<file path="config.mk">
export PLATFORM = sky130hd
export DESIGN_NAME = maas_seq
export DESIGN_NICKNAME = d
export VERILOG_FILES = /design/src/core/maas_pkg.sv /design/src/core/maas_seq.sv
export SDC_FILE = /design/constraint.sdc
export NUM_CORES = 1
export LEC_CHECK = 0
export BUFFER_PORTS_ARGS = -buffer_cell sky130_fd_sc_hd__buf_2
export CORE_MARGIN = 5
export CORE_UTILIZATION = 40
export CTS_BUF_LIST = sky130_fd_sc_hd__clkbuf_2
export DETAILED_ROUTE_END_ITERATION = 6
export PLACE_DENSITY_LB_ADDON = 0.25
export SETUP_SLACK_MARGIN = 0.4
export SLEW_MARGIN = 30
export SYNTH_ARGS = -nofsm -noshare
export SYNTH_HDL_FRONTEND = slang
export SYNTH_SLANG_ARGS = --single-unit
export TNS_END_PERCENT = 30
</file>
<file path="constraint.sdc">
create_clock -name clk_i -period 2.25 [get_ports clk_i]
set_clock_uncertainty 0.15 [all_clocks]
set_input_delay 0.225 -clock clk_i [delete_from_list [all_inputs] [get_ports clk_i]]
set_output_delay 0.225 -clock clk_i [all_outputs]
set_load 0.01 [all_outputs]
</file>
<file path="src/core/maas_pkg.sv">
// Purpose: constants and carriers for the mac helper sequencer
// Assumes: 8-bit register port, byte-wide registers
// Notes:   offsets other than the filter config are local choices
package maas_pkg;

    // register offsets (byte index)
    localparam logic [7:0] ADDR_AFC0     = 8'h00;
    localparam logic [7:0] ADDR_CTRL     = 8'h01;
    localparam logic [7:0] ADDR_ACK_DL   = 8'h02;
    localparam logic [7:0] ADDR_ACK_DH   = 8'h03;
    localparam logic [7:0] ADDR_ACK_PD   = 8'h04;
    localparam logic [7:0] ADDR_THRESH   = 8'h05;
    localparam logic [7:0] ADDR_TXLEN_L  = 8'h06;
    localparam logic [7:0] ADDR_TXLEN_H  = 8'h07;
    localparam logic [7:0] ADDR_ED_MODE  = 8'h08;
    localparam logic [7:0] ADDR_BB       = 8'h09;
    localparam logic [7:0] ADDR_STATUS   = 8'h0A;

    // control and filter config bit positions, filter unit count
    localparam int CTRL_TRANSMIT_THEN_RECEIVE  = 0;
    localparam int CTRL_ENERGY_DETECT_AUTO_TRANSMIT  = 1;
    localparam int CTRL_CHRES  = 2;
    localparam int CTRL_AUTO_ACK_ENABLE   = 3;
    localparam int CTRL_SRC    = 4;
    localparam int CTRL_DR     = 5;
    localparam int CTRL_FA     = 6;
    localparam int AFC0_PM     = 4;
    localparam int FILT_UNITS  = 4;

    localparam logic [1:0] ED_MODE_SINGLE = 2'h1;
    localparam logic [2:0] FT_DATA        = 3'h1;
    localparam logic [2:0] FT_CMD         = 3'h3;
    localparam logic [10:0] ACK_LEN_FCS16 = 11'h005;
    localparam logic [10:0] ACK_LEN_FCS32 = 11'h007;
    localparam logic [7:0]  RESET_BYTE    = 8'h00;

    typedef enum logic [2:0] {
        MAAS_IDLE,
        MAAS_ACK_WAIT,
        MAAS_ACK_TX,
        MAAS_ED_RUN,
        MAAS_CCA_TX
    } maas_state_t;

    // received frame facts from the filter and demodulator
    typedef struct packed {
        logic                  frame_end;
        logic                  passed;
        logic [2:0]            frame_type;
        logic                  ack_req;
        logic [3:0]            unit_match;
        logic [7:0]            seq_num;
        logic                  fcs32;
        logic [7:0]            phr;
    } maas_rx_t;

    // ack / frame transmit request toward the transmitter
    typedef struct packed {
        logic                  start;
        logic                  from_buffer;
        logic [10:0]           length;
        logic [7:0]            seq_num;
        logic                  pending;
        logic                  fcs32;
        logic                  phr_override;
        logic [7:0]            phr;
    } maas_tx_t;

endpackage

</file>
<file path="src/core/maas_seq.sv">
// Purpose: auto-ack, transmit-then-receive and cca auto-transmit sequencer
// Assumes: single 25 MHz clock, sync active-high reset, host keeps its side
// Notes:   phy override image is carried as one byte; transmitter restores
//
// Design decisions made here: the address map and strobed register access.
`timescale 1ns/10ps
`default_nettype none

// Contract
// - auto ack needs enable and filter enabled
// - ack only passed data/cmd frames requesting ack
// - rx end irq only for passed frames
// - ack starts programmed delay after rx end
// - rate adapt overrides phy for ack only
// - copy received mcs, sfd or oqpsk settings
// - checksum type follows rx frame
// - source 0: self-built ack, 5 or 7
// - source 1: buffer ack with tx length
// - pending bit from matching filter unit
// - tx end irq after ack sent
// - no-ack frame ends with rx end; here it stays in prepare until an ack or clear-channel tx end
// - transmit-then-receive enters receive after tx
// - mode write 0x1 starts one measurement
// - busy: flag set, tx end, no tx
// - clear: flag cleared, prepare then transmit
// - transceiver ready at transmit prepare; here raised only on the clear-channel path, not when auto ack enters prepare
// - clear channel re-enables baseband
// - promiscuous field 0 off, 1 on
// - filter enable n enables unit n
module maas_seq #(
    parameter int DELAY_W = 16
) (
    input  wire logic                 clk_i,
    input  wire logic                 rst_i,
    input  wire logic [7:0]           addr_i,
    input  wire logic [7:0]           wdata_i,
    input  wire logic                 wr_i,
    input  wire logic                 rd_i,
    output var  logic [7:0]           rdata_o,
    input  wire maas_pkg::maas_rx_t   rx_i,
    input  wire logic                 in_rx_state_i,
    input  wire logic                 tx_done_i,
    input  wire logic                 ed_done_i,
    input  wire logic [7:0]           ed_value_i,
    output var  maas_pkg::maas_tx_t   tx_o,
    output var  logic                 ed_start_o,
    output var  logic                 rx_enter_o,
    output var  logic                 rx_frame_end_irq_o,
    output var  logic                 transmit_frame_end_irq_o,
    output var  logic                 measurement_done_irq_o,
    output var  logic                 transceiver_ready_irq_o,
    output var  logic                 transmit_prepare_state_o,
    output var  logic                 baseband_enable_o,
    output var  logic                 promiscuous_select_o,
    output var  logic [3:0]           filter_unit_enable_o
);

    typedef struct packed {
        maas_pkg::maas_state_t st;
        logic [7:0]            afc0;
        logic [7:0]            ctrl;
        logic [7:0]            dly_l;
        logic [7:0]            dly_h;
        logic [7:0]            pend;
        logic [7:0]            thresh;
        logic [7:0]            len_l;
        logic [7:0]            len_h;
        logic                  bb_en;
        logic [DELAY_W-1:0]    cnt;
        maas_pkg::maas_rx_t    held;
        maas_pkg::maas_tx_t    tx;
        logic [7:0]            rdata;
        logic                  ed_start;
        logic                  rx_enter;
        logic                  rxfe;
        logic                  transmit_frame_end_irq;
        logic                  edc;
        logic                  transceiver_ready_irq;
        logic                  prep;
    } maas_regs_t;

    maas_regs_t r;
    maas_regs_t next_r;

    // pending bit of the lowest matching unit
    function automatic logic pend_of(input logic [3:0] m,
                                     input logic [3:0] pd);
        logic res;
        res = 1'b0;
        for (int i = maas_pkg::FILT_UNITS - 1; i >= 0; i--) begin
            if (m[i]) begin
                res = pd[i];
            end
        end
        return res;
    endfunction

    logic filt_on;
    logic ack_need;
    logic rx_ok;
    always_comb begin
        filt_on  = |r.afc0[maas_pkg::FILT_UNITS-1:0];
        rx_ok    = rx_i.frame_end && rx_i.passed;
        ack_need = (rx_i.frame_type == maas_pkg::FT_DATA
                    || rx_i.frame_type == maas_pkg::FT_CMD)
                   && rx_i.ack_req
                   && |(rx_i.unit_match & r.afc0[3:0]);
    end

    always_comb begin
        next_r          = r;
        next_r.rdata    = maas_pkg::RESET_BYTE;
        next_r.ed_start = 1'b0;
        next_r.rx_enter = 1'b0;
        next_r.rxfe     = 1'b0;
        next_r.transmit_frame_end_irq     = 1'b0;
        next_r.edc      = 1'b0;
        next_r.transceiver_ready_irq   = 1'b0;
        next_r.tx.start = 1'b0;
        if (wr_i) begin
            unique case (addr_i)
                maas_pkg::ADDR_AFC0:    next_r.afc0   = wdata_i;
                maas_pkg::ADDR_CTRL: begin
                    // result flag is read-only
                    next_r.ctrl = wdata_i;
                    next_r.ctrl[maas_pkg::CTRL_CHRES] =
                        r.ctrl[maas_pkg::CTRL_CHRES];
                end
                maas_pkg::ADDR_ACK_DL:  next_r.dly_l  = wdata_i;
                maas_pkg::ADDR_ACK_DH:  next_r.dly_h  = wdata_i;
                maas_pkg::ADDR_ACK_PD:  next_r.pend   = wdata_i;
                maas_pkg::ADDR_THRESH:  next_r.thresh = wdata_i;
                maas_pkg::ADDR_TXLEN_L: next_r.len_l  = wdata_i;
                maas_pkg::ADDR_TXLEN_H: next_r.len_h  = wdata_i;
                maas_pkg::ADDR_BB:      next_r.bb_en  = wdata_i[0];
                maas_pkg::ADDR_ED_MODE: begin
                    // single measurement only from receive, idle
                    if (wdata_i[1:0] == maas_pkg::ED_MODE_SINGLE
                        && r.ctrl[maas_pkg::CTRL_ENERGY_DETECT_AUTO_TRANSMIT]
                        && in_rx_state_i
                        && r.st == maas_pkg::MAAS_IDLE) begin
                        next_r.ed_start = 1'b1;
                        next_r.st       = maas_pkg::MAAS_ED_RUN;
                    end
                end
                default: ;
            endcase
        end
        if (rd_i) begin
            unique case (addr_i)
                maas_pkg::ADDR_AFC0:    next_r.rdata = r.afc0;
                maas_pkg::ADDR_CTRL:    next_r.rdata = r.ctrl;
                maas_pkg::ADDR_ACK_DL:  next_r.rdata = r.dly_l;
                maas_pkg::ADDR_ACK_DH:  next_r.rdata = r.dly_h;
                maas_pkg::ADDR_ACK_PD:  next_r.rdata = r.pend;
                maas_pkg::ADDR_THRESH:  next_r.rdata = r.thresh;
                maas_pkg::ADDR_TXLEN_L: next_r.rdata = r.len_l;
                maas_pkg::ADDR_TXLEN_H: next_r.rdata = r.len_h;
                maas_pkg::ADDR_BB:      next_r.rdata = {7'h00, r.bb_en};
                maas_pkg::ADDR_STATUS:  next_r.rdata = {4'h0, r.prep,
                                                        r.st};
                default:                next_r.rdata = maas_pkg::RESET_BYTE;
            endcase
        end

        unique case (r.st)
            maas_pkg::MAAS_IDLE: begin
                if (rx_ok) begin
                    next_r.rxfe = 1'b1;
                    if (r.ctrl[maas_pkg::CTRL_AUTO_ACK_ENABLE] && filt_on) begin
                        // a no-ack frame ends here still in prepare;
                        // only an ack or clear-channel transmit end clears it again
                        next_r.prep = 1'b1;
                        if (ack_need) begin
                            next_r.held = rx_i;
                            next_r.cnt = DELAY_W'({r.dly_h, r.dly_l});
                            next_r.st  = maas_pkg::MAAS_ACK_WAIT;
                        end
                    end
                end
            end
            maas_pkg::MAAS_ACK_WAIT: begin
                // host must fill the buffer before zero
                if (r.cnt == '0) begin
                    next_r.tx.start       = 1'b1;
                    next_r.tx.from_buffer = r.ctrl[maas_pkg::CTRL_SRC];
                    next_r.tx.seq_num     = r.held.seq_num;
                    next_r.tx.fcs32 = r.ctrl[maas_pkg::CTRL_FA]
                                      && r.held.fcs32;
                    if (r.ctrl[maas_pkg::CTRL_SRC]) begin
                        next_r.tx.length = {r.len_h[2:0], r.len_l};
                    end else begin
                        next_r.tx.length = next_r.tx.fcs32
                            ? maas_pkg::ACK_LEN_FCS32
                            : maas_pkg::ACK_LEN_FCS16;
                    end
                    next_r.tx.pending = pend_of(r.held.unit_match,
                                                r.pend[3:0]);
                    // transmitter applies phr only while flagged
                    next_r.tx.phr_override = r.ctrl[maas_pkg::CTRL_DR];
                    next_r.tx.phr = r.held.phr;
                    next_r.st = maas_pkg::MAAS_ACK_TX;
                end else begin
                    next_r.cnt = r.cnt - 1'b1;
                end
            end
            maas_pkg::MAAS_ACK_TX, maas_pkg::MAAS_CCA_TX: begin
                if (tx_done_i) begin
                    next_r.transmit_frame_end_irq            = 1'b1;
                    next_r.prep            = 1'b0;
                    next_r.tx.phr_override = 1'b0;
                    next_r.st              = maas_pkg::MAAS_IDLE;
                end
            end
            maas_pkg::MAAS_ED_RUN: begin
                if (ed_done_i) begin
                    next_r.edc = 1'b1;
                    if (ed_value_i > r.thresh) begin
                        next_r.ctrl[maas_pkg::CTRL_CHRES] = 1'b1;
                        next_r.transmit_frame_end_irq = 1'b1;
                        next_r.st   = maas_pkg::MAAS_IDLE;
                    end else begin
                        next_r.ctrl[maas_pkg::CTRL_CHRES] = 1'b0;
                        next_r.bb_en  = 1'b1;
                        next_r.prep   = 1'b1;
                        next_r.transceiver_ready_irq = 1'b1;
                        next_r.tx.start        = 1'b1;
                        next_r.tx.from_buffer  = 1'b1;
                        next_r.tx.length = {r.len_h[2:0], r.len_l};
                        next_r.tx.phr_override = 1'b0;
                        next_r.st = maas_pkg::MAAS_CCA_TX;
                    end
                end
            end
            default: next_r.st = maas_pkg::MAAS_IDLE;
        endcase

        // plain transmissions finish into receive when asked
        if (tx_done_i && r.ctrl[maas_pkg::CTRL_TRANSMIT_THEN_RECEIVE]) begin
            next_r.rx_enter = 1'b1;
        end
    end

    always_ff @(posedge clk_i) begin
        if (rst_i) begin
            r <= '0;
        end else begin
            r <= next_r;
        end
    end

    always_comb begin
        rdata_o                  = r.rdata;
        tx_o                     = r.tx;
        ed_start_o               = r.ed_start;
        rx_enter_o               = r.rx_enter;
        rx_frame_end_irq_o       = r.rxfe;
        transmit_frame_end_irq_o = r.transmit_frame_end_irq;
        measurement_done_irq_o   = r.edc;
        transceiver_ready_irq_o  = r.transceiver_ready_irq;
        transmit_prepare_state_o = r.prep;
        baseband_enable_o        = r.bb_en;
        promiscuous_select_o     = r.afc0[maas_pkg::AFC0_PM];
        filter_unit_enable_o     = r.afc0[3:0];
    end
endmodule

`default_nettype wire

</file>
==> metrics.txt <==
Nets 1084; DRC Markers 0; gpl congestion 0.8954; #FFs+latches synth 152; Synth top area share 42.29%; worst reg2reg path endpoint tx_o[28]$_SDFFE_PP0P_; Max Fclk 472.7 MHz; Worst Setup SP r[111]$_SDFFE_PP0P_; asr flop ratio synth 0%; fill count 1633; DRT iter0 DRCs 521; via count of the first global-routing pass 6526; clock tree buffer depth 2; Crit Reg-Reg Startpoint r[111]$_SDFFE_PP0P_; Slew headroom 67.14%; area occupied by registers 0.003082 mm^2; post-synth cell types 69; row cnt 49; Multi-input gate area 0.003856 mm^2; period utilisation layout 94.02%; initial antenna violation count 1; Final WS setup 0.1345 ns; Clock Sinks 152; Slew @ Worst Pin 0.4929 ns; die width 144.1 um; Die ar. 0.02077 mm^2; sequential share of the synthesized area 42.29%; Slowest Stage Delay on Critical Path 0.41 ns; Power Dens Cells 473.7 mW/mm^2; synthesized area 0.007196 mm^2; port buffer count 109; Synth top cells by count nand2_1, dfxtp_1, a21oi_1, nor2_1, buf_4; CP max FO 8; Setup Total Neg Slack 0 ns; CTS Root Cell clkbuf_2; hold crit path type in -> reg; CP cell instances inv_2, ha_4, nand4_1, nor2_1, a211o_1, nand3_4, and3_4, a22o_1; VDD IR max 335.1 uV; Synth area leaders dfxtp_1, nand2_1, a21oi_1; DR vias 6748; # setup viols final 0; global-route wire length before repair 35.39 mm; maximum number of pins on one net before global-route repair 66; reg2reg path depth 8; GRT overflow 0; status finished, final reports clean; latest clock arrival within the worst-skew pair 0.77 ns; Non-Filler Instances 1259; CTS buffer count 17; Yosys Warn Count 0; number of synthesized flops with an enable pin 0; unrepaired setup endpoints after global routing true; Max Cap Viol 0; final hold violation count 0; Area after DPL 0.007926 mm^2; share of post-route cells with drive strength above 1 32.94%; Initial DRT Pass Iterations 6; GRT Util Overall 21.95%; clk slew on worst S/H paths 0.25 ns; Synth Net Count 902; Detail Route Antenna Nets 0; Leak 3.779 nW; Die Y-Extent 144.1 um; HP Start addr_i[4]; ys flop type dfxtp_1; dpl hpwl 15.01 mm; count leader, synth nand2_1; wire length after detailed routing 22.30 mm; critical path capture point tx_o[28]$_SDFFE_PP0P_; Worst path slowest cell dfxtp_2; final instance area 0.009574 mm^2; kind of end point of the critical path register; leading area contributor after synthesis dfxtp_1; Placed Cells 1127; post-synthesis cell count 835; H-tree lvl count 4; Critical Path RT 2.76 ns; r2r setup slk 0.13 ns; Area Growth Syn to Fin 33.06%; critical path type reg -> reg; post-placement setup slack 0.03382 ns; total power 4.535 mW; Initial Util 40.33%; crit path launch type register; max-slew violation count 0; Crit path arrival time 2.63 ns; Vias/cell 5.360; Avg Cell Area, Syn 8.618 um^2; CORE AREA 0.01784 mm^2; I/O pins 111; CTS tree yes; shortest period the worst path allows 2.115 ns; routed len/inst 17.71 um
[cell type report]
class                      instances  share of cell area, %
multi-input combinational        568                  40.28
sequential                       152                  32.19
timing repair buffer             263                  21.69
tap                              229                  2.993
clock inverter                    14                  1.346
clock buffer                      17                 0.8887
inverter                          15                 0.5881
antenna                            1                0.02614
[state kept, by name, indices dropped and copies added (netlist names)]
| register | cells |
|---|---|
| rx_frame_end_irq_o | 1 |
| tx_o | 32 |
| transmit_prepare_state_o | 1 |
| measurement_done_irq_o | 1 |
| filter_unit_enable_o | 4 |
| transceiver_ready_irq_o | 1 |
| transmit_frame_end_irq_o | 1 |
| promiscuous_select_o | 1 |
| rdata_o | 8 |
| rx_enter_o | 1 |
| r | 99 |
| baseband_enable_o | 1 |
| ed_start_o | 1 |
[worst min path at each step]
stage / end / cells after the start
final: r[129]$_SDFFE_PP0P_ / 7
after detailed placement: tx_o[12]$_SDFFE_PP0P_ / 2
after global routing: r[124]$_SDFFE_PP0P_ / 7
after CTS: r[124]$_SDFFE_PP0P_ / 7
after global placement: r[96]$_SDFFE_PP0P_ / 2
after floorplan: rx_frame_end_irq_o$_SDFF_PP0_ / 2
[critical path: cells and delay by family (launching register included)]
| family | cells | cell delay [ns] |
|---|---|---|
| DFF | 1 | 0.41 |
| adders and majority gates | 1 | 0.24 |
| AOI/OAI and AO/OA | 2 | 0.44 |
| buffers and inverters | 1 | 0.06 |
| and+or+nand+nor | 4 | 0.72 |
[cell families (layout without fill, tap and decap cells)]
family	Yosys count	count (layout)	synth area share, %
AOI/OAI and AO/OA	179	179	15.44
xor gates and xnor gates	4	4	0.4870
adders and majority gates	9	9	1.565
buffers and inverters	115	309	8.764
DFF	152	152	42.29
muxes	58	58	10.35
other	0	1	0
and+or+nand+nor	318	318	21.11
[routing by layer]
metal / vias to the layer above / part of all wire, % / GRT usage (%)
li1: 3236 / - / -
met1: 3210 / 44 / 30.54
met2: 265 / 45 / 33.78
met3: 37 / 8.4 / 5.225
met4: 0 / 2.7 / 6.938
met5: - / 0 / 0
[cells in the final DEF, fill, tap and decap left out, types with 6 or more instances in the layout]
cell type and count:
buf_4 65, dlygate4sd3_1 66, nor2_1 72, nand3_1 8, a22oi_1 7, nand2_1 151
inv_1 11, inv_6 7, mux4_2 13, mux2i_1 44, ha_4 7, clkbuf_2 17
a21oi_1 88, a22o_1 11, dfxtp_1 131, dfxtp_2 16, nor3_1 8, o21ai_0 25
a21oi_2 6, buf_2 108, buf_6 12, buf_12 9
[power breakdown]
part           switching, mW  internal, mW  total, mW
Clock                   1.14         0.345       1.49
Sequential           0.00163          2.70       2.70
Combinational          0.176         0.172      0.348
[what timing repair did]
| action | in CTS | in global routing |
|---|---|---|
| endpoints found under the hold margin | 127 | 2 |
| hold buffers | 67 | 2 |
| setup endpoints to repair | 81 | 93 |
| pin swaps | 33 | 19 |
| gates cloned | 3 | 0 |
| buffers inserted | 23 | 5 |
| resized for setup | 67 | 39 |
[per-stage QoR]
stage	utilization, %	hold WS, ns
2_1_floorplan	-	0.1933
3_3_place_gp	44.43	0.2854
3_5_place_dp	44.43	0.2928
4_1_cts	52.37	-0.003997
5_1_grt	53.66	0.004127
6_report	53.66	0.05279
Power figures use the tool's default switching activity.
